--- src/timer16_wave_pkg.sv ---
// Constants and types for the 16-bit timer waveform mode and compare output block
package timer16_wave_pkg;
  // ----------------------------------------------------------------
  // Register byte offsets
  // ----------------------------------------------------------------
  localparam logic [7:0] CTRL_A_OFS   = 8'h80;
  localparam logic [7:0] CTRL_B_OFS   = 8'h84;
  localparam logic [7:0] CMP_A_OFS    = 8'h88;
  localparam logic [7:0] CMP_B_OFS    = 8'h8c;
  localparam logic [7:0] CAPT_OFS     = 8'h90;
  localparam logic [7:0] IRQ_STAT_OFS = 8'h94;
  localparam logic [7:0] IRQ_MASK_OFS = 8'h98;
  localparam logic [7:0] LIVE_OFS     = 8'h9c;
  // ----------------------------------------------------------------
  // Field positions and reset values
  // ----------------------------------------------------------------
  localparam int ACT_A_POS   = 6;
  localparam int ACT_B_POS   = 4;
  localparam int MODE_LO_POS = 0;
  localparam int MODE_HI_POS = 3;
  localparam int IRQ_OVF_BIT = 0;
  localparam int IRQ_CMA_BIT = 1;
  localparam int IRQ_CMB_BIT = 2;
  localparam logic [7:0]  CTRL_RST = 8'h00;
  localparam logic [15:0] CMP_RST  = 16'h0000;
  localparam logic [2:0]  IRQ_RST  = 3'h0;
  // ----------------------------------------------------------------
  // Fixed top values and output-action encodings
  // ----------------------------------------------------------------
  localparam logic [15:0] TOP_BITS8  = 16'h00ff;
  localparam logic [15:0] TOP_BITS9  = 16'h01ff;
  localparam logic [15:0] TOP_BITS10 = 16'h03ff;
  localparam logic [15:0] TOP_MAX    = 16'hffff;
  localparam logic [15:0] BOTTOM_VAL = 16'h0000;
  localparam logic [1:0]  ACT_OFF    = 2'h0;
  localparam logic [1:0]  ACT_TOGGLE = 2'h1;
  localparam logic [1:0]  ACT_CLEAR  = 2'h2;
  localparam logic [1:0]  ACT_SET    = 2'h3;
  // ----------------------------------------------------------------
  // Decoded mode types
  // ----------------------------------------------------------------
  typedef enum {FAM_NORMAL, FAM_CTC, FAM_FAST, FAM_PHASE, FAM_PFC, FAM_RESERVED} wave_family_t;
  typedef enum {TOP_FIXED, TOP_CMPA, TOP_CAPT} top_src_t;
  typedef enum {UPD_NOW, UPD_TOP, UPD_BOTTOM} update_pt_t;
  typedef enum {OVF_MAX, OVF_TOP, OVF_BOTTOM} ovf_pt_t;
endpackage : timer16_wave_pkg

--- src/mode_if.sv ---
// Decoded waveform mode shared between decoder and compare channels
`timescale 1ns/1ps
interface mode_if;
  import timer16_wave_pkg::*;
  wave_family_t family;
  top_src_t     topSrc;
  logic [15:0]  fixedTop;
  update_pt_t   updatePt;
  ovf_pt_t      ovfPt;
  logic         toggleAOk;
  modport dec (output family, topSrc, fixedTop, updatePt, ovfPt, toggleAOk);
  modport chan (input family, topSrc, fixedTop, updatePt, ovfPt, toggleAOk);
endinterface : mode_if

--- src/mode_decode.sv ---
// Four-bit waveform mode decoder
`timescale 1ns/1ps
module mode_decode
  import timer16_wave_pkg::*;
(
  // Mode field
  input  logic [3:0] waveMode,
  // Decoded mode
  mode_if.dec        modeBus
);
  always_comb begin
    modeBus.family    = FAM_NORMAL;
    modeBus.topSrc    = TOP_FIXED;
    modeBus.fixedTop  = TOP_MAX;
    modeBus.updatePt  = UPD_NOW;
    modeBus.ovfPt     = OVF_MAX;
    modeBus.toggleAOk = 1'b0;
    unique case (waveMode)
      4'h0: begin end
      4'h1, 4'h2, 4'h3: begin
        modeBus.family   = FAM_PHASE;
        modeBus.fixedTop = (waveMode == 4'h1) ? TOP_BITS8 : (waveMode == 4'h2) ? TOP_BITS9 : TOP_BITS10;
        modeBus.updatePt = UPD_TOP;
        modeBus.ovfPt    = OVF_BOTTOM;
      end
      4'h4, 4'hc: begin
        modeBus.family = FAM_CTC;
        modeBus.topSrc = (waveMode == 4'h4) ? TOP_CMPA : TOP_CAPT;
      end
      4'h5, 4'h6, 4'h7: begin
        modeBus.family   = FAM_FAST;
        modeBus.fixedTop = (waveMode == 4'h5) ? TOP_BITS8 : (waveMode == 4'h6) ? TOP_BITS9 : TOP_BITS10;
        modeBus.updatePt = UPD_BOTTOM;
        modeBus.ovfPt    = OVF_TOP;
      end
      4'h8, 4'h9: begin
        modeBus.family    = FAM_PFC;
        modeBus.topSrc    = (waveMode == 4'h8) ? TOP_CAPT : TOP_CMPA;
        modeBus.updatePt  = UPD_BOTTOM;
        modeBus.ovfPt     = OVF_BOTTOM;
        modeBus.toggleAOk = (waveMode == 4'h9);
      end
      4'ha, 4'hb: begin
        modeBus.family    = FAM_PHASE;
        modeBus.topSrc    = (waveMode == 4'ha) ? TOP_CAPT : TOP_CMPA;
        modeBus.updatePt  = UPD_TOP;
        modeBus.ovfPt     = OVF_BOTTOM;
        modeBus.toggleAOk = (waveMode == 4'hb);
      end
      4'hd: modeBus.family = FAM_RESERVED;
      4'he, 4'hf: begin
        modeBus.family    = FAM_FAST;
        modeBus.topSrc    = (waveMode == 4'he) ? TOP_CAPT : TOP_CMPA;
        modeBus.updatePt  = UPD_BOTTOM;
        modeBus.ovfPt     = OVF_TOP;
        modeBus.toggleAOk = 1'b1;
      end
    endcase
  end
endmodule : mode_decode

--- src/compare_channel.sv ---
// One compare output channel: pin ownership and output action
`timescale 1ns/1ps
module compare_channel
  import timer16_wave_pkg::*;
#(
  parameter bit IS_A = 1'b0
) (
  // Clock, reset, enable
  input  logic       clk,
  input  logic       nrst,
  input  logic       en,
  // Setup
  input  logic [1:0] action,
  mode_if.chan       modeBus,
  // Counter events
  input  logic       tick,
  input  logic       match,
  input  logic       atBottom,
  input  logic       cmpEqTop,
  input  logic       countDown,
  // Result
  output logic       ocOut_q,
  output logic       connected
);
  logic pwmFam;
  logic toggleOk;

  assign pwmFam   = modeBus.family inside {FAM_FAST, FAM_PHASE, FAM_PFC};
  assign toggleOk = !pwmFam || (IS_A && modeBus.toggleAOk);

  // Toggle encoding in PWM modes is only honoured on channel A of certain modes
  always_comb begin
    connected = (action != ACT_OFF) && (modeBus.family != FAM_RESERVED);
    if (action == ACT_TOGGLE && !toggleOk)
      connected = 1'b0;
  end

  always_ff @(posedge clk or negedge nrst) begin
    if (!nrst) begin
      ocOut_q <= 1'b0;
    end else if (en && tick && connected) begin
      unique case (modeBus.family)
        FAM_NORMAL, FAM_CTC, FAM_RESERVED: begin
          if (match) begin
            unique case (action)
              ACT_TOGGLE: ocOut_q <= !ocOut_q;
              ACT_CLEAR:  ocOut_q <= 1'b0;
              ACT_SET:    ocOut_q <= 1'b1;
              ACT_OFF:    ocOut_q <= ocOut_q;
            endcase
          end
        end
        FAM_FAST: begin
          if (action == ACT_TOGGLE) begin
            if (match) ocOut_q <= !ocOut_q;
          end else if (match && !cmpEqTop) begin
            ocOut_q <= action[0];
          end else if (atBottom) begin
            ocOut_q <= !action[0];
          end
        end
        FAM_PHASE, FAM_PFC: begin
          if (match) begin
            if (action == ACT_TOGGLE) ocOut_q <= !ocOut_q;
            else ocOut_q <= countDown ? !action[0] : action[0];
          end
        end
      endcase
    end
  end
endmodule : compare_channel

--- src/timer16_wave_ctrl.sv ---
// Timer waveform mode control: registers, compare buffering, compare pins
`timescale 1ns/1ps
// What this block does
// - A nonzero output-action field hands the pin to the compare output except in reserved mode 13 and for a refused PWM toggle, zero leaves the port in charge.
// - The pin driver is enabled only by the pin direction bit, whoever owns the pin.
// - In normal and clear-on-match modes 01 toggles, 10 clears and 11 sets on match, 00 disconnects.
// - In fast PWM, 01 toggles output A only in modes 14 and 15, and otherwise both outputs disconnect.
// - In fast PWM, 10 clears on match and sets at bottom, 11 sets on match and clears at bottom.
// - In fast PWM a match at a compare value equal to top is ignored when the upper action bit is set.
// - In dual-slope PWM, 01 toggles output A only in modes 9 and 11, and otherwise both outputs disconnect.
// - In dual-slope PWM, 10 clears on an up-count match and sets on a down-count match, 11 the reverse.
// - The two low mode bits sit in bits 1 to 0 and combine with the high bits to pick the mode.
// - Modes 1 to 3 are phase-correct with fixed tops 0x00ff, 0x01ff, 0x03ff, update at top, overflow at bottom.
// - Modes 8 and 9 are phase-and-frequency-correct with capture or compare A top, update and overflow at bottom.
// - The mode field offers plain counting, clear on match and three PWM families.
// - The two high mode bits sit in bits 4 to 3 of the second control register.
module timer16_wave_ctrl
  import timer16_wave_pkg::*;
(
  // Clock, reset, enable
  input  logic        clk,
  input  logic        nrst,
  input  logic        en,
  // Wishbone slave
  input  logic        cyc_i,
  input  logic        stb_i,
  input  logic        we_i,
  input  logic [7:0]  adr_i,
  input  logic [3:0]  sel_i,
  input  logic [31:0] dat_i,
  output logic [31:0] dat_o,
  output logic        ack_o,
  // Counter core
  input  logic [15:0] cntValue,
  input  logic        cntTick,
  input  logic        cntDown,
  output logic [15:0] topValue,
  // Port pins
  input  logic        portDataA,
  input  logic        portDirA,
  input  logic        portDataB,
  input  logic        portDirB,
  output logic        pinOutA,
  output logic        pinOeA,
  output logic        pinOutB,
  output logic        pinOeB,
  // Interrupt
  output logic        irq
);
  // ----------------------------------------------------------------
  // Registers
  // ----------------------------------------------------------------
  logic [7:0]  ctrlA_q;
  logic [1:0]  modeHi_q;
  logic [15:0] cmpBufA_q;
  logic [15:0] cmpBufB_q;
  logic [15:0] cmpA_q;
  logic [15:0] cmpB_q;
  logic [15:0] capt_q;
  logic [15:0] top_q;
  logic [2:0]  stat_q;
  logic [2:0]  mask_q;
  logic        ack_q;
  logic [31:0] dat_q;
  logic        irq_q;
  logic        pinOutA_q;
  logic        pinOeA_q;
  logic        pinOutB_q;
  logic        pinOeB_q;
  logic [31:0] rdData;
  logic [3:0]  waveMode;
  logic [1:0]  actA;
  logic [1:0]  actB;
  logic        req;
  logic        wrStrobe;
  logic        atTop;
  logic        atBottom;
  logic        atMax;
  logic        matchA;
  logic        matchB;
  logic        ovfEvent;
  logic        updNow;
  logic        ocA;
  logic        ocB;
  logic        ownA;
  logic        ownB;
  logic [15:0] topNext;
  logic [15:0] wrWord;

  mode_if modeBus ();

  assign actA     = ctrlA_q[ACT_A_POS+:2];
  assign actB     = ctrlA_q[ACT_B_POS+:2];
  assign waveMode = {modeHi_q, ctrlA_q[MODE_LO_POS+:2]};
  assign dat_o    = dat_q;
  assign ack_o    = ack_q;
  assign irq      = irq_q;
  assign topValue = top_q;
  assign pinOutA  = pinOutA_q;
  assign pinOeA   = pinOeA_q;
  assign pinOutB  = pinOutB_q;
  assign pinOeB   = pinOeB_q;

  // ----------------------------------------------------------------
  // Submodules
  // ----------------------------------------------------------------
  mode_decode u_dec (
    .waveMode (waveMode),
    .modeBus  (modeBus.dec)
  );

  compare_channel #(.IS_A(1'b1)) u_chA (
    .clk       (clk),
    .nrst      (nrst),
    .en        (en),
    .action    (actA),
    .modeBus   (modeBus.chan),
    .tick      (cntTick),
    .match     (matchA),
    .atBottom  (atBottom),
    .cmpEqTop  (cmpA_q == top_q),
    .countDown (cntDown),
    .ocOut_q   (ocA),
    .connected (ownA)
  );

  compare_channel #(.IS_A(1'b0)) u_chB (
    .clk       (clk),
    .nrst      (nrst),
    .en        (en),
    .action    (actB),
    .modeBus   (modeBus.chan),
    .tick      (cntTick),
    .match     (matchB),
    .atBottom  (atBottom),
    .cmpEqTop  (cmpB_q == top_q),
    .countDown (cntDown),
    .ocOut_q   (ocB),
    .connected (ownB)
  );

  // ----------------------------------------------------------------
  // Wishbone slave: ack one cycle after the request, write at ack
  // ----------------------------------------------------------------
  assign req      = cyc_i && stb_i;
  assign wrStrobe = req && we_i && ack_q;
  // Byte lanes 0 and 1 carry the 16-bit values
  assign wrWord   = {sel_i[1] ? dat_i[15:8] : 8'h00, sel_i[0] ? dat_i[7:0] : 8'h00};

  always_comb begin
    unique case (adr_i)
      CTRL_A_OFS:   rdData = {24'h000000, ctrlA_q[7:4], 2'h0, ctrlA_q[1:0]};
      CTRL_B_OFS:   rdData = {27'h0000000, modeHi_q, 3'h0};
      CMP_A_OFS:    rdData = {16'h0000, cmpBufA_q};
      CMP_B_OFS:    rdData = {16'h0000, cmpBufB_q};
      CAPT_OFS:     rdData = {16'h0000, capt_q};
      IRQ_STAT_OFS: rdData = {29'h00000000, stat_q};
      IRQ_MASK_OFS: rdData = {29'h00000000, mask_q};
      LIVE_OFS:     rdData = {12'h000, ownB, ownA, ocB, ocA, top_q};
      default:      rdData = 32'h00000000;
    endcase
  end

  // Read data is caught at the request edge so it stands through ack
  always_ff @(posedge clk or negedge nrst) begin
    if (!nrst) begin
      ack_q <= 1'b0;
      dat_q <= 32'h00000000;
    end else if (en) begin
      ack_q <= req && !ack_q;
      if (req && !ack_q)
        dat_q <= rdData;
    end
  end

  // ----------------------------------------------------------------
  // Control and compare registers
  // ----------------------------------------------------------------
  always_ff @(posedge clk or negedge nrst) begin
    if (!nrst) begin
      ctrlA_q  <= CTRL_RST;
      modeHi_q <= 2'h0;
    end else if (en && wrStrobe && sel_i[0]) begin
      if (adr_i == CTRL_A_OFS)
        ctrlA_q <= {dat_i[7:4], 2'h0, dat_i[1:0]};
      if (adr_i == CTRL_B_OFS)
        modeHi_q <= dat_i[MODE_HI_POS+:2];
    end
  end

  always_ff @(posedge clk or negedge nrst) begin
    if (!nrst) begin
      cmpBufA_q <= CMP_RST;
      cmpBufB_q <= CMP_RST;
      capt_q    <= CMP_RST;
    end else if (en && wrStrobe) begin
      if (adr_i == CMP_A_OFS) cmpBufA_q <= wrWord;
      if (adr_i == CMP_B_OFS) cmpBufB_q <= wrWord;
      if (adr_i == CAPT_OFS)  capt_q    <= wrWord;
    end
  end

  // ----------------------------------------------------------------
  // Top, match and double-buffer update
  // ----------------------------------------------------------------
  assign atTop    = cntValue == top_q;
  assign atBottom = cntValue == BOTTOM_VAL;
  assign atMax    = cntValue == TOP_MAX;
  assign matchA   = cntValue == cmpA_q;
  assign matchB   = cntValue == cmpB_q;

  always_comb begin
    unique case (modeBus.updatePt)
      UPD_NOW:    updNow = 1'b1;
      UPD_TOP:    updNow = cntTick && atTop;
      UPD_BOTTOM: updNow = cntTick && atBottom;
    endcase
    unique case (modeBus.ovfPt)
      OVF_MAX:    ovfEvent = cntTick && atMax;
      OVF_TOP:    ovfEvent = cntTick && atTop;
      OVF_BOTTOM: ovfEvent = cntTick && atBottom;
    endcase
    unique case (modeBus.topSrc)
      TOP_FIXED: topNext = modeBus.fixedTop;
      TOP_CMPA:  topNext = cmpA_q;
      TOP_CAPT:  topNext = capt_q;
    endcase
  end

  always_ff @(posedge clk or negedge nrst) begin
    if (!nrst) begin
      cmpA_q <= CMP_RST;
      cmpB_q <= CMP_RST;
    end else if (en && updNow) begin
      cmpA_q <= cmpBufA_q;
      cmpB_q <= cmpBufB_q;
    end
  end

  // Registered so the counter sees a clean top; one cycle behind a mode change
  always_ff @(posedge clk or negedge nrst) begin
    if (!nrst) top_q <= TOP_MAX;
    else if (en) top_q <= topNext;
  end

  // ----------------------------------------------------------------
  // Interrupt status: hardware set wins over write-one-to-clear
  // ----------------------------------------------------------------
  logic [2:0] statSet;
  logic [2:0] statClr;
  // Match flags rise in PWM modes too, so software can pace updates
  assign statSet = {cntTick && matchB, cntTick && matchA, ovfEvent};
  assign statClr = (wrStrobe && sel_i[0] && adr_i == IRQ_STAT_OFS) ? dat_i[2:0] : 3'h0;

  always_ff @(posedge clk or negedge nrst) begin
    if (!nrst) begin
      stat_q <= IRQ_RST;
      mask_q <= IRQ_RST;
      irq_q  <= 1'b0;
    end else if (en) begin
      stat_q <= (stat_q & ~statClr) | statSet;
      if (wrStrobe && sel_i[0] && adr_i == IRQ_MASK_OFS)
        mask_q <= dat_i[2:0];
      irq_q <= |(stat_q & mask_q);
    end
  end

  // ----------------------------------------------------------------
  // Compare pins
  // ----------------------------------------------------------------
  always_ff @(posedge clk or negedge nrst) begin
    if (!nrst) begin
      pinOutA_q <= 1'b0;
      pinOeA_q  <= 1'b0;
      pinOutB_q <= 1'b0;
      pinOeB_q  <= 1'b0;
    end else if (en) begin
      pinOutA_q <= ownA ? ocA : portDataA;
      pinOutB_q <= ownB ? ocB : portDataB;
      pinOeA_q  <= portDirA;
      pinOeB_q  <= portDirB;
    end
  end

  // Pins and flags are registered, so checks look one edge back
  logic fastFam;
  logic dualFam;
  assign fastFam = modeBus.family == FAM_FAST;
  assign dualFam = modeBus.family inside {FAM_PHASE, FAM_PFC};
endmodule : timer16_wave_ctrl

--- config.mk ---
export PLATFORM = sky130hd
export DESIGN_NAME = timer16_wave_ctrl
export DESIGN_NICKNAME = d
export VERILOG_FILES = /design/src/timer16_wave_pkg.sv /design/src/mode_if.sv /design/src/mode_decode.sv /design/src/compare_channel.sv /design/src/timer16_wave_ctrl.sv
export SDC_FILE = /design/constraint.sdc
export NUM_CORES = 1
export LEC_CHECK = 0
export BUFFER_PORTS_ARGS = -buffer_cell sky130_fd_sc_hd__buf_2
export CAP_MARGIN = 10
export CORE_UTILIZATION = 40
export DETAILED_ROUTE_END_ITERATION = 10
export HOLD_SLACK_MARGIN = 0.03
export SLEW_MARGIN = 10
export SYNTH_ARGS = -nofsm -noshare
export SYNTH_HDL_FRONTEND = slang
export SYNTH_HIERARCHICAL = 1
export SYNTH_SLANG_ARGS = --single-unit
--- constraint.sdc ---
create_clock -name clk -period 2 [get_ports clk]
set_clock_uncertainty 0.05 [all_clocks]
set_input_delay 0.2 -clock clk [delete_from_list [all_inputs] [get_ports clk]]
set_output_delay 0.2 -clock clk [all_outputs]
set_load 0.01 [all_outputs]
Yosys cells after proc, flatten, opt, wreduce, memory -nomap -nowiden
Cells that the tools add are included.
W data, S select, Z words.
{"block": "classes", "n_addsub": 0, "n_mul": 0, "div_mod_pow": 0, "order_cmp": 0, "eq_ne": 57, "n_shift": 0, "n_mux": 45, "bitwise_logic": 4, "n_reduce_logical": 66}
{"op": "$pmux W20 S8", "n": 1}
{"op": "$logic_not A32 Y1", "n": 4}
{"op": "$pmux W32 S4", "n": 1}
{"op": "$eq A32 B1 Y1 const B", "n": 3}
{"op": "$eq A32 B2 Y1 const B", "n": 3}
{"op": "$eq A16 B16 Y1", "n": 5}
{"op": "$eq A8 B8 Y1 const B", "n": 8}
{"op": "$pmux W16 S3", "n": 1}
{"op": "$eq A4 B4 Y1 const B", "n": 8}
{"op": "$mux W16", "n": 2}
{"op": "$pmux W16 S2", "n": 1}
{"op": "$logic_and A1 B1 Y1", "n": 24}
{"op": "$pmux W1 S3", "n": 7}
{"op": "$mux W1", "n": 20}
{"op": "$mux W10", "n": 2}
{"op": "$eq A16 B16 Y1 const B", "n": 1}
{"op": "$eq A4 B3 Y1 const B", "n": 4}
{"op": "$logic_not A16 Y1", "n": 1}
{"op": "$mux W8", "n": 2}
{"op": "$pmux W3 S5", "n": 1}
{"op": "$reduce_and A2 Y1", "n": 7}
{"op": "$reduce_or A7 Y1", "n": 2}
{"op": "$ne A2 B2 Y1 const B", "n": 6}
{"op": "$reduce_and A6 Y1", "n": 2}
{"op": "other kinds (24)", "n": 56}
{"block": "totals", "ff_bits": 150, "latchBits": 0, "mem_bits_rw": 0, "romBits": 0, "input_bits": 72, "wordCells": 191, "mem_count": 0}

Logic depth before layout (Yosys ltp)
Gate-level depths: netlist of run 1.
{"block": "logic_depth", "ltp_word": 12, "mapped_depth": 10, "ltp_nobuf": 9}

Cells and area by module
The synthesis of run 1 kept the hierarchy.
{"module": "timer16_wave_ctrl", "n_inst": 1, "cells_each": 768, "area_per_inst_um2": 7656.1, "seq_area_each_um2": 3423.3}
{"module": "mode_decode", "n_inst": 1, "cells_each": 158, "area_per_inst_um2": 1148.6, "seq_area_each_um2": 0.0}
{"module": "compare_channel at u_chA", "n_inst": 1, "cells_each": 53, "area_per_inst_um2": 380.4, "seq_area_each_um2": 25.0}
{"module": "compare_channel at u_chB", "n_inst": 1, "cells_each": 42, "area_per_inst_um2": 270.3, "seq_area_each_um2": 25.0}

Worst setup path before layout of run 1
Ideal clock, no wire load.
{"block": "synth_timing", "path_kind": "flip-flop to flip-flop", "startpoint": "register top_q[6] (netlist: topValue[6])", "endpoint": "register cmpA_q[0]", "arrival_time_ns": 2.027, "required_time_ns": 1.825, "setup_slack_ns": -0.202, "path_stages_with_launch": 9, "n_path_buf": 2, "synth_period_minus_slack_ns": 2.202, "cell_sequence": "dfstp_2 -> clkbuf_1 -> xor2_1 -> nor4_1 -> nand3_1 -> o21ai_1 -> nand3b_4 -> buf_6 -> mux2_4"}
{"block": "synth_between", "elab_chain_cells": 4}
{"item": "start: declaration", "line": "timer16_wave_ctrl.sv:60", "source": "logic [15:0] top_q;"}
{"item": "start signal: assignment", "line": "timer16_wave_ctrl.sv:243", "source": "else if (en) top_q <= topNext;"}
{"item": "$eq A16 B16 Y1", "line": "timer16_wave_ctrl.sv:206", "source": "assign atTop = cntValue == top_q;"}
{"item": "$logic_and A1 B1 Y1", "line": "timer16_wave_ctrl.sv:215", "source": "UPD_TOP: updNow = cntTick && atTop;"}
{"item": "$pmux W1 S3", "line": "timer16_wave_ctrl.sv:213", "source": "unique case (modeBus.updatePt)"}
{"item": "$logic_and A1 B1 Y1", "line": "timer16_wave_ctrl.sv:234", "source": "end else if (en && updNow) begin"}
{"item": "end signal: assignment", "line": "timer16_wave_ctrl.sv:235", "source": "cmpA_q <= cmpBufA_q;"}
{"item": "end: declaration", "line": "timer16_wave_ctrl.sv:57", "source": "logic [15:0] cmpA_q;"}
Every way passes these cells.
A chain may end at the register's enable or synchronous reset.

Final worst setup path of run 1
{"block": "layout_timing", "startpoint": "register top_q[6] (netlist: topValue[6])", "endpoint": "register u_chA.ocOut_q"}
{"block": "layout_between", "elab_chain_cells": 6, "word_cells_on_any_way": 8}
{"item": "$eq A16 B16 Y1 (*)", "line": "timer16_wave_ctrl.sv:121", "source": ".cmpEqTop (cmpA_q == top_q),"}
{"item": "$logic_not A1 Y1 (*)", "line": "compare_channel.sv:56", "source": "end else if (match && !cmpEqTop) begin"}
{"item": "$logic_and A1 B1 Y1 (*)", "line": "compare_channel.sv:56"}
{"item": "$mux W1", "line": "compare_channel.sv:56"}
{"item": "$mux W1", "line": "compare_channel.sv:54", "source": "if (action == ACT_TOGGLE) begin"}
{"item": "$pmux W1 S3", "line": "compare_channel.sv:42", "source": "unique case (modeBus.family)"}
{"item": "end signal: assignment", "line": "compare_channel.sv:55", "source": "if (match) ocOut_q <= !ocOut_q;"}
{"item": "end signal: assignment", "line": "compare_channel.sv:57", "source": "ocOut_q <= action[0];"}
{"item": "end signal: assignment", "line": "compare_channel.sv:59", "source": "ocOut_q <= !action[0];"}
{"item": "end: declaration", "line": "compare_channel.sv:22", "source": "output logic ocOut_q,"}
Mark *: on every way between the ends. The rest lies on a longest branch, timed or not.

==> impl_metrics.env, run 1 <==
export IMPL_status="complete, but fails checks"
export IMPL_violations="negative setup slack"
export IMPL_htreeDepth=4
export IMPL_drive_above_1_share_pct=36.2
export IMPL_synth_top_cell_by_area="dfrtp_1"
export IMPL_ys_seq_area_share_pct=36.7
export IMPL_power_density_nw_per_um2=554
export IMPL_synth_flop_cell="dfrtp_1"
export IMPL_synth_area_sq_um=9460
export IMPL_coreArea_sq_um=22900
export IMPL_totalPowerFinal_uw=6720
export IMPL_drc=0
export IMPL_grt_max_degree=54
export IMPL_synth_warnings=6
export IMPL_antenna_found_initial=0
export IMPL_wire_per_inst_um=17.7
export IMPL_p_leak_uw=0.00564
export IMPL_dp_final_hpwl_um=21300
export IMPL_cp_slowest_stage_delay_ns=0.59
export IMPL_n_antenna_cell=0
export IMPL_fillers=2093
export IMPL_cts_tree="yes"
export IMPL_min_period_over_period_pct=116
export IMPL_die_area_sq_um=24300
export IMPL_numPortBuffers=95
export IMPL_finalHoldViolCount=0
export IMPL_clk_pin_slew_worst_paths_ns=0.06
export IMPL_drt_iter0_markers=566
export IMPL_min_period_ns=2.31
export IMPL_insertion_delay_ns=0.43
export IMPL_end_kind="flop"
export IMPL_ant_nets=0
export IMPL_io_pins=126
export IMPL_crit_required_ns=2.30
export IMPL_cts_buffer_depth=2
export IMPL_hold_class="input pin to flop"
export IMPL_grt_pass1_wl_um=43500
export IMPL_rsz0062_at_grt="true"
export IMPL_cpMaxStageDelayCell="dfstp_2"
export IMPL_num_rows=55
export IMPL_crit_buf_inv=1
export IMPL_ys_ff_latch=138
export IMPL_place_ws_ns=-0.369
export IMPL_routed_wl_um=27800
export IMPL_area_growth_pct=28.4
export IMPL_worstPathCellList="buf_6, xnor2_2, nand4_1, nor4_4, nor2b_4, o311ai_4, a211oi_2, nor2b_2, o32ai_2, a21oi_1"
export IMPL_setup_viol=45
export IMPL_firstDrtPassIters=5
export IMPL_cts_buffers=17
export IMPL_syn_inst=1021
export IMPL_ys_async_sr_fraction_pct=100
export IMPL_relSlewSlack_pct=56.0
export IMPL_irDropWorstVdd_uv=580
export IMPL_drv_cap=0
export IMPL_avgSynthCellArea_sq_um=9.26
export IMPL_place_congestion=0.927
export IMPL_die_x_um=156
export IMPL_slew_viol_final=0
export IMPL_cts_root_buffer="clkbuf_16"
export IMPL_grt_pass1_vias=7673
export IMPL_cp_max_fo=4
export IMPL_fmax_ghz=0.432
export IMPL_worst_pin_slew_ns=0.660
export IMPL_crit_type="flop to flop"
export IMPL_ys_types=71
export IMPL_start_kind="flop"
export IMPL_synth_top_cell_area_share_pct=32.3
export IMPL_crit_family="simple AND/OR/NAND/NOR gates"
export IMPL_grt_ovfl_total=0
export IMPL_yosys_top_cells_area="dfrtp_1 (32%), buf_4 (12%), xnor2_1 (6.1%)"
export IMPL_vias=7986
export IMPL_gr_usage_all_layers_pct=23.8
export IMPL_via_per_inst=5.07
export IMPL_crit_arrival_ns=2.62
export IMPL_die_y_um=156
export IMPL_synth_edf_count=0
export IMPL_start_util_pct=41.3
export IMPL_final_nets=1320
export IMPL_clock_sinks=138
export IMPL_setup_ws_ns=-0.313
[state kept, by name (all words and copies together) (netlist names)]
register,count
modeHi_q,2
u_chB/ocOut_q,1
irq,1
cmpA_q,16
cmpBufA_q,16
dat_o,20
u_chA/ocOut_q,1
pinOutA,1
pinOeA,1
mask_q,3
topValue,16
cmpB_q,16
stat_q,3
cmpBufB_q,16
ctrlA_q,6
pinOeB,1
capt_q,16
pinOutB,1
ack_o,1
[worst reg2reg max path, stage by stage, from the launching register on]
cell and delay, ns:
dfstp_2 0.59, buf_6 0.12, xnor2_2 0.10, nand4_1 0.14, nor4_4 0.34, nor2b_4 0.09
o311ai_4 0.23, a211oi_2 0.16, nor2b_2 0.21, o32ai_2 0.10, a21oi_1 0.12
[cell usage in the layout, fill, tap and decap left out, types with 19 or more instances in the layout]
| cell | count |
|---|---|
| conb_1 | 139 |
| buf_4 | 139 |
| dfrtp_1 | 118 |
| nand2_1 | 104 |
| buf_2 | 94 |
| o21ai_0 | 70 |
| xnor2_1 | 53 |
| nor2_1 | 43 |
| nor4_1 | 37 |
| mux2_4 | 30 |
| nand4_1 | 29 |
| buf_6 | 24 |
| mux2_2 | 22 |
| nand3_1 | 19 |
[report_power, final]
part,leakage [uW],internal (uW),switching [uW],total [uW]
sequential,0.00185,2830,29.6,2860
clock,0.000275,1780,1360,3140
combinational,0.00351,311,414,725
[per-layer routing]
layer | up-vias | part of all wire (%) | GRT usage, %
met3 | 34 | 5.3 | 3.00
li1 | 3804 | - | -
met1 | 3872 | 48 | 35.0
met4 | 0 | 1.9 | 7.33
met2 | 276 | 45 | 36.1
met5 | - | 0 | 0
[cells by family (layout without fill, tap and decap cells)]
family / Yosys count / count (layout) / share of synthesized area, %
compound gates: 200 / 200 / 14.1
buf+inv: 221 / 325 / 15.0
flops: 138 / 138 / 36.7
other cells: 3 / 139 / 0.119
simple gates: 312 / 312 / 17.2
mux: 65 / 65 / 9.16
xor+xnor: 82 / 82 / 7.60
[metrics by stage]
stage	hold slack, ns	TNS, ns	util, %	area [sq um]	instances
2_1_floorplan	-0.146	-0.115	-	10100	1157
3_3_place_gp	0.118	-10.51	46.7	10700	1505
3_5_place_dp	0.115	-11.66	46.7	10700	1505
4_1_cts	0.0326	-7.92	50.8	11600	1558
5_1_grt	0.0572	-13.64	53.0	12100	1574
6_report	0.0254	-8.84	53.0	12100	1574
[path summary, 6_finish.rpt]
path                             start       endpoint  slack (ns)  cells after the start
max in group asynchronous         nrst    topValue[5]        0.99                      3
hold / removal               portDataA        pinOutA        0.03                      3
setup reg to reg           topValue[6]  u_chA/ocOut_q       -0.31                     10
min in group asynchronous         nrst     cmpB_q[12]        0.22                      2
setup / recovery           topValue[6]  u_chA/ocOut_q       -0.31                     10
hold reg to reg              dat_o[19]      dat_o[19]        0.43                      2
[repair_timing]
action                     in CTS  in global routing
gates resized for setup        30                 78
setup endpoints to repair      43                 55
cloned                          0                  1
pin swaps                      16                 42
hold buffers                   17                  0
setup buffers                   4                 15
hold endpoints to repair       69                  0
[layout make-up]
| type | instances | area, sq um | share of cell area (%) |
|---|---|---|---|
| clock buffers | 19 | 443 | 3.65 |
| clock inverters | 13 | 136 | 1.12 |
| inverters | 12 | 51.3 | 0.423 |
| multi-input cells | 798 | 5540 | 45.7 |
| flip-flops and latches | 138 | 3480 | 28.7 |
| well taps | 313 | 392 | 3.23 |
| repair buffers | 281 | 2090 | 17.3 |
[synthesized netlist by cell type (17+ instances only)]
master and number:
dfrtp_1 122, clkbuf_1 42, nor4_1 46, nand4_1 29, a31oi_1 21, nand2_1 108, o21ai_0 76, mux2_2 22
nand2b_1 17, nor2_1 43, buf_4 146, mux2_4 30, xnor2_1 66, a22oi_1 21, nand3_1 21
(Power assumes the default switching activity.)
==> inputs of run 2 (changes only) <==
--- a/config.mk
+++ b/config.mk
@@ -10,6 +10,8 @@
 export CORE_UTILIZATION = 40
 export DETAILED_ROUTE_END_ITERATION = 10
 export HOLD_SLACK_MARGIN = 0.03
+export PLACE_DENSITY = 0.69
+export RECOVER_POWER = 100
 export SLEW_MARGIN = 10
 export SYNTH_ARGS = -nofsm -noshare
 export SYNTH_HDL_FRONTEND = slang
==> run 2 against run 1 <==
  * Combinational power fell by 3.2%
  * The run still ends with negative setup slack left
  * Largest cell class unchanged
  * Sequential power hardly changed
  * Power rose by 5.3%
  * Critical path type unchanged
  * Clock-buffer cell count is the same
  * Die area unchanged
  * Maximum frequency up 1.0%
  * Clock power rose by 12%
  * First-iteration DRC count rose by 1.9%
  * Routed wire length fell by 1.6%
==> impl_metrics.env, run 2 (synthesized netlist as in run 1, its figures left out) <==
export IMPL_relSlewSlack_pct=19.6
export IMPL_cpMaxStageDelayCell="dfstp_1"
export IMPL_fmax_ghz=0.437
export IMPL_crit_family="simple AND/OR/NAND/NOR gates"
export IMPL_cts_buffers=17
export IMPL_worst_pin_slew_ns=1.21
export IMPL_io_pins=126
export IMPL_firstDrtPassIters=5
export IMPL_min_period_ns=2.29
export IMPL_design_area_sq_um=11700
export IMPL_htreeDepth=4
export IMPL_fillers=2063
export IMPL_postPlaceCellArea_sq_um=10700
export IMPL_crit_top_cell="buf_6"
export IMPL_die_x_um=156
export IMPL_drv_cap=0
export IMPL_ant_nets=0
export IMPL_coreArea_sq_um=22900
export IMPL_start_util_pct=41.3
export IMPL_status="complete, but fails checks"
export IMPL_final_cell_mix="conb_1 (139), dfrtp_1 (120), buf_4 (115)"
export IMPL_area_growth_pct=24.0
export IMPL_grt_max_degree=45
export IMPL_r2r_start="topValue[13]"
export IMPL_numPortBuffers=95
export IMPL_clock_sinks=138
export IMPL_largest_reg_flops=20
export IMPL_drc=0
export IMPL_dp_final_hpwl_um=20800
export IMPL_slew_viol_final=0
export IMPL_crit_buf_inv=3
export IMPL_grt_pass1_vias=7892
export IMPL_reg2reg_depth=9
export IMPL_setup_viol=49
export IMPL_totalPowerFinal_uw=7080
export IMPL_violations="negative setup slack"
export IMPL_cp_max_fo=16
export IMPL_gr_usage_all_layers_pct=23.1
export IMPL_start_kind="flop"
export IMPL_cp_slowest_stage_delay_ns=0.56
export IMPL_wire_per_inst_um=17.6
export IMPL_routed_wl_um=27400
export IMPL_grt_pass1_wl_um=43200
export IMPL_clk_pin_slew_worst_paths_ns=0.07
export IMPL_cts_tree="yes"
export IMPL_irDropWorstVdd_uv=607
export IMPL_endpoint="cmpA_q[1]"
export IMPL_worstPathCellList="buf_6, buf_6, xor2_2, nor4_1, nand3_1, o21ai_2, nand3b_4, buf_12, mux2_4"
export IMPL_crit_type="flop to flop"
export IMPL_place_congestion=0.946
export IMPL_final_common_cell="conb_1"
export IMPL_place_ws_ns=-0.376
export IMPL_p_leak_uw=0.00537
export IMPL_crit_required_ns=2.25
export IMPL_setup_ws_ns=-0.290
export IMPL_worst_path_stages=9
export IMPL_fin_setup_tns_ns=-11.36
export IMPL_insertion_delay_ns=0.42
export IMPL_die_y_um=156
export IMPL_rsz0062_at_grt="true"
export IMPL_num_rows=55
export IMPL_finalHoldViolCount=0
export IMPL_worstReg2RegEnd="cmpA_q[1]"
export IMPL_reg2reg_setup_slack_ns=-0.29
export IMPL_min_period_over_period_pct=114
export IMPL_grt_ovfl_total=0
export IMPL_via_per_inst=5.15
export IMPL_cts_root_buffer="clkbuf_16"
export IMPL_drive_above_1_share_pct=29.8
export IMPL_drt_iter0_markers=577
export IMPL_antenna_found_initial=1
export IMPL_power_density_nw_per_um2=604
export IMPL_hold_class="input pin to flop"
export IMPL_final_util_pct=51.2
export IMPL_die_area_sq_um=24300
export IMPL_end_kind="flop"
export IMPL_vias=8006
export IMPL_crit_arrival_ns=2.54
export IMPL_final_nets=1299
export IMPL_cts_buffer_depth=2
export IMPL_startpoint="topValue[13]"
[run 2: cell types whose count changed in the layout (fill, tap and decap cells not counted), sizes merged]
cell         change
buf             -58
clkbuf          +40
bufinv           +4
clkinvlp         -3
dlygate4sd3      -3
inv              -2
clkinv           +1
diode            +1
[run 2: how the worst min path moves through the flow]
stage | cells after the start | endpoint | from | slack (ns)
6_report | 3 | cmpBufA_q[10] | dat_i[10] | 0.03
4_1_cts | 3 | capt_q[15] | dat_i[15] | 0.03
2_1_floorplan | 0 | ack_o | nrst | -0.15
3_5_place_dp | 1 | cmpB_q[12] | nrst | 0.12
5_1_grt | 3 | cmpBufA_q[10] | dat_i[10] | 0.05
3_3_place_gp | 1 | cmpB_q[13] | nrst | 0.11
[run 2: area by class of cell]
cell class | instances | area (sq um) | area share (%)
clock buffers | 19 | 433 | 3.69
clock inverters | 13 | 215 | 1.84
repair buffers | 260 | 1830 | 15.6
well taps | 313 | 392 | 3.34
diodes | 1 | 2.50 | 0.0213
flip-flops and latches | 138 | 3480 | 29.6
inverters | 12 | 47.5 | 0.405
multi-input cells | 798 | 5340 | 45.5
[run 2: power by group]
part / switching [uW] / internal [uW]
clock: 1280 / 2230
combinational: 404 / 298
sequential: 31.3 / 2830
[run 2: per-stage QoR]
step	cells	hold WS [ns]
after global placement	1494	0.113
after global routing	1553	0.0545
final	1554	0.0345
after CTS	1550	0.0307
after floorplan	1157	-0.146
after detailed placement	1494	0.116
[run 2: worst reg2reg max path: stages, from the launching register on]
cell and delay [ns]:
dfstp_1 0.56, buf_6 0.12, buf_6 0.09, xor2_2 0.07, nor4_1 0.26, nand3_1 0.17, o21ai_2 0.20, nand3b_4 0.14
buf_12 0.19, mux2_4 0.31
[run 2: repair_timing]
action,CTS,global route
gates cloned,0,1
endpoints found under the hold margin,56,0
gates resized for setup,28,40
hold buffers,14,0
endpoints found under the setup margin,48,56
buffers inserted,10,2
pin swaps,10,29
[run 2: routing by layer]
layer | vias up | part of all wire [%] | track usage (%)
li1 | 3746 | - | -
met1 | 3894 | 45 | 31.7
met2 | 330 | 46 | 37.4
met3 | 36 | 6.9 | 4.11
met4 | 0 | 1.6 | 6.16
met5 | - | 0 | 0
==> inputs of run 3 (changes only) <==
--- a/config.mk
+++ b/config.mk
@@ -7,6 +7,7 @@
 export LEC_CHECK = 0
 export BUFFER_PORTS_ARGS = -buffer_cell sky130_fd_sc_hd__buf_2
 export CAP_MARGIN = 10
+export CORE_MARGIN = 10
 export CORE_UTILIZATION = 40
 export DETAILED_ROUTE_END_ITERATION = 10
 export HOLD_SLACK_MARGIN = 0.03
==> run 3 against run 2 <==
  * The run still ends with negative setup slack left
  * Utilization grew 0.10 points
  * Maximum frequency fell by 4.6%
  * Final area increased by 2.0%
  * Cell count is 1.2% higher
  * Die area grew 24%
  * Sequential share of layout area is 0.53 points lower
  * Worst hold slack better by 0.029 ns
  * Register-to-register slack worse by 0.11 ns
  * Combinational power increased by 3.8%
  * Clock power shrank 12%
  * Highest routed layer unchanged
==> impl_metrics.env, run 3 (synthesized netlist as in run 1, its figures left out) <==
export IMPL_status="complete, but fails checks"
export IMPL_violations="negative setup slack"
export IMPL_worstReg2RegEnd="u_chA/ocOut_q"
export IMPL_ant_nets=0
export IMPL_start_util_pct=40.5
export IMPL_cpMaxStageDelayCell="dfrtp_1"
export IMPL_setup_viol=35
export IMPL_antenna_found_initial=0
export IMPL_grt_max_degree=48
export IMPL_reg2reg_setup_slack_ns=-0.40
export IMPL_die_area_sq_um=30200
export IMPL_final_nets=1312
export IMPL_power_density_nw_per_um2=559
export IMPL_hold_end="cmpBufA_q[11]"
export IMPL_final_cell_mix="conb_1 (139), buf_4 (128), dfrtp_1 (115)"
export IMPL_final_common_cell="conb_1"
export IMPL_routed_wl_um=28600
export IMPL_hold_ws_ns=0.0637
export IMPL_via_per_inst=5.08
export IMPL_worst_pin_slew_ns=0.981
export IMPL_htreeDepth=4
export IMPL_largest_reg_flops=20
export IMPL_area_growth_pct=26.5
export IMPL_finalHoldViolCount=0
export IMPL_cp_max_fo=3
export IMPL_n_antenna_cell=0
export IMPL_drc=0
export IMPL_grt_pass1_vias=7855
export IMPL_die_y_um=174
export IMPL_design_area_sq_um=12000
export IMPL_vias=7989
export IMPL_worstPathCellList="xnor2_1, nand4_1, nor4_2, nor2b_4, o311ai_4, a211oi_2, nor2b_1, o21ai_1, a21oi_2"
export IMPL_insertion_delay_ns=0.43
export IMPL_min_period_ns=2.40
export IMPL_hold_class="input pin to flop"
export IMPL_gr_usage_all_layers_pct=18.4
export IMPL_crit_type="flop to flop"
export IMPL_slew_viol_final=0
export IMPL_place_ws_ns=-0.498
export IMPL_dp_final_hpwl_um=21700
export IMPL_setup_ws_ns=-0.400
export IMPL_io_pins=126
export IMPL_postPlaceCellArea_sq_um=10600
export IMPL_fillers=2090
export IMPL_firstDrtPassIters=5
export IMPL_cts_root_buffer="clkbuf_16"
export IMPL_r2r_start="cmpA_q[13]"
export IMPL_grt_ovfl_total=0
export IMPL_die_x_um=174
export IMPL_drive_above_1_share_pct=32.7
export IMPL_start_kind="flop"
export IMPL_crit_required_ns=2.26
export IMPL_cts_buffers=17
export IMPL_grt_pass1_wl_um=44100
export IMPL_min_period_over_period_pct=120
export IMPL_crit_arrival_ns=2.66
export IMPL_irDropWorstVdd_uv=650
export IMPL_cts_tree="yes"
export IMPL_clock_sinks=138
export IMPL_place_congestion=0.945
export IMPL_relSlewSlack_pct=34.6
export IMPL_wire_per_inst_um=18.2
export IMPL_drt_iter0_markers=707
export IMPL_coreArea_sq_um=23300
export IMPL_cp_slowest_stage_delay_ns=0.41
export IMPL_fmax_ghz=0.417
export IMPL_end_kind="flop"
export IMPL_rsz0062_at_grt="true"
export IMPL_hold_path_depth=3
export IMPL_num_rows=56
export IMPL_numPortBuffers=95
export IMPL_clk_pin_slew_worst_paths_ns=0.06
export IMPL_reg2reg_depth=9
export IMPL_hold_start="dat_i[11]"
export IMPL_p_leak_uw=0.00546
export IMPL_cts_buffer_depth=2
export IMPL_drv_cap=0
[run 3: cell count changes in the layout (fill, tap and decap cells not counted), sizes merged]
cell | previous run | this run
buf | 206 | 213
bufinv | 5 | 1
clkinvlp | 1 | 4
dlygate4sd3 | 14 | 19
clkinv | 4 | 2
clkbuf | 59 | 62
diode | 1 | 0
inv | 15 | 16
[run 3: layout make-up]
cell class,instances,area (sq um),share of cell area [%]
multi-input cells,798,5540,46.3
flip-flops and latches,138,3480,29.1
repair buffers,273,1920,16.1
clock buffers,21,460,3.85
well taps,319,399,3.34
clock inverters,11,115,0.962
inverters,12,47.5,0.397
[run 3: worst max-delay path: cells and delay by family (launching register included)]
kind | cells | cell delay [ns]
AO/OA/AOI/OAI | 4 | 0.65
XOR/XNOR | 1 | 0.22
flip-flops | 1 | 0.41
AND/OR/NAND/NOR | 4 | 0.96
[run 3: how the worst max path moves through the flow]
stage / start / end / slack, ns / cells after the start
after floorplan: topValue[6] / u_chA/ocOut_q / -0.08 / 9
after global placement: topValue[0] / u_chB/ocOut_q / -0.50 / 10
after detailed placement: topValue[0] / u_chB/ocOut_q / -0.50 / 10
after CTS: cmpA_q[6] / u_chA/ocOut_q / -0.25 / 9
after global routing: cmpA_q[13] / u_chA/ocOut_q / -0.56 / 9
final: cmpA_q[13] / u_chA/ocOut_q / -0.40 / 9
[run 3: per-stage QoR]
step	power [uW]	util (%)	cells	TNS [ns]
finish	6690	51.3	1572	-9.64
CTS	6690	50.0	1559	-6.56
global route	6940	51.3	1572	-12.59
floorplan	3460	-	1157	-0.115
global placement	3550	45.3	1492	-7.45
detailed placement	3550	45.3	1492	-8.27
[run 3: per-layer routing]
metal	track usage (%)	up-vias	wire length, um
li1	-	3773	-
met1	24.5	3863	12700
met2	28.8	293	13200
met3	3.92	60	1790
met4	6.63	0	918
met5	0	-	0
[run 3: timing repair]
item                       4_1_cts  5_1_grt
hold endpoints to repair       154        0
hold buffers                    19        0
setup buffers                   16       12
pin swaps                       18       31
setup endpoints to repair       48       55
gates resized for setup         42       61
cloned                           1        1
[run 3: report_power, final]
group	internal (uW)	switching, uW
clock network	1800	1300
logic	304	425
registers	2830	32.2
total	4930	1750
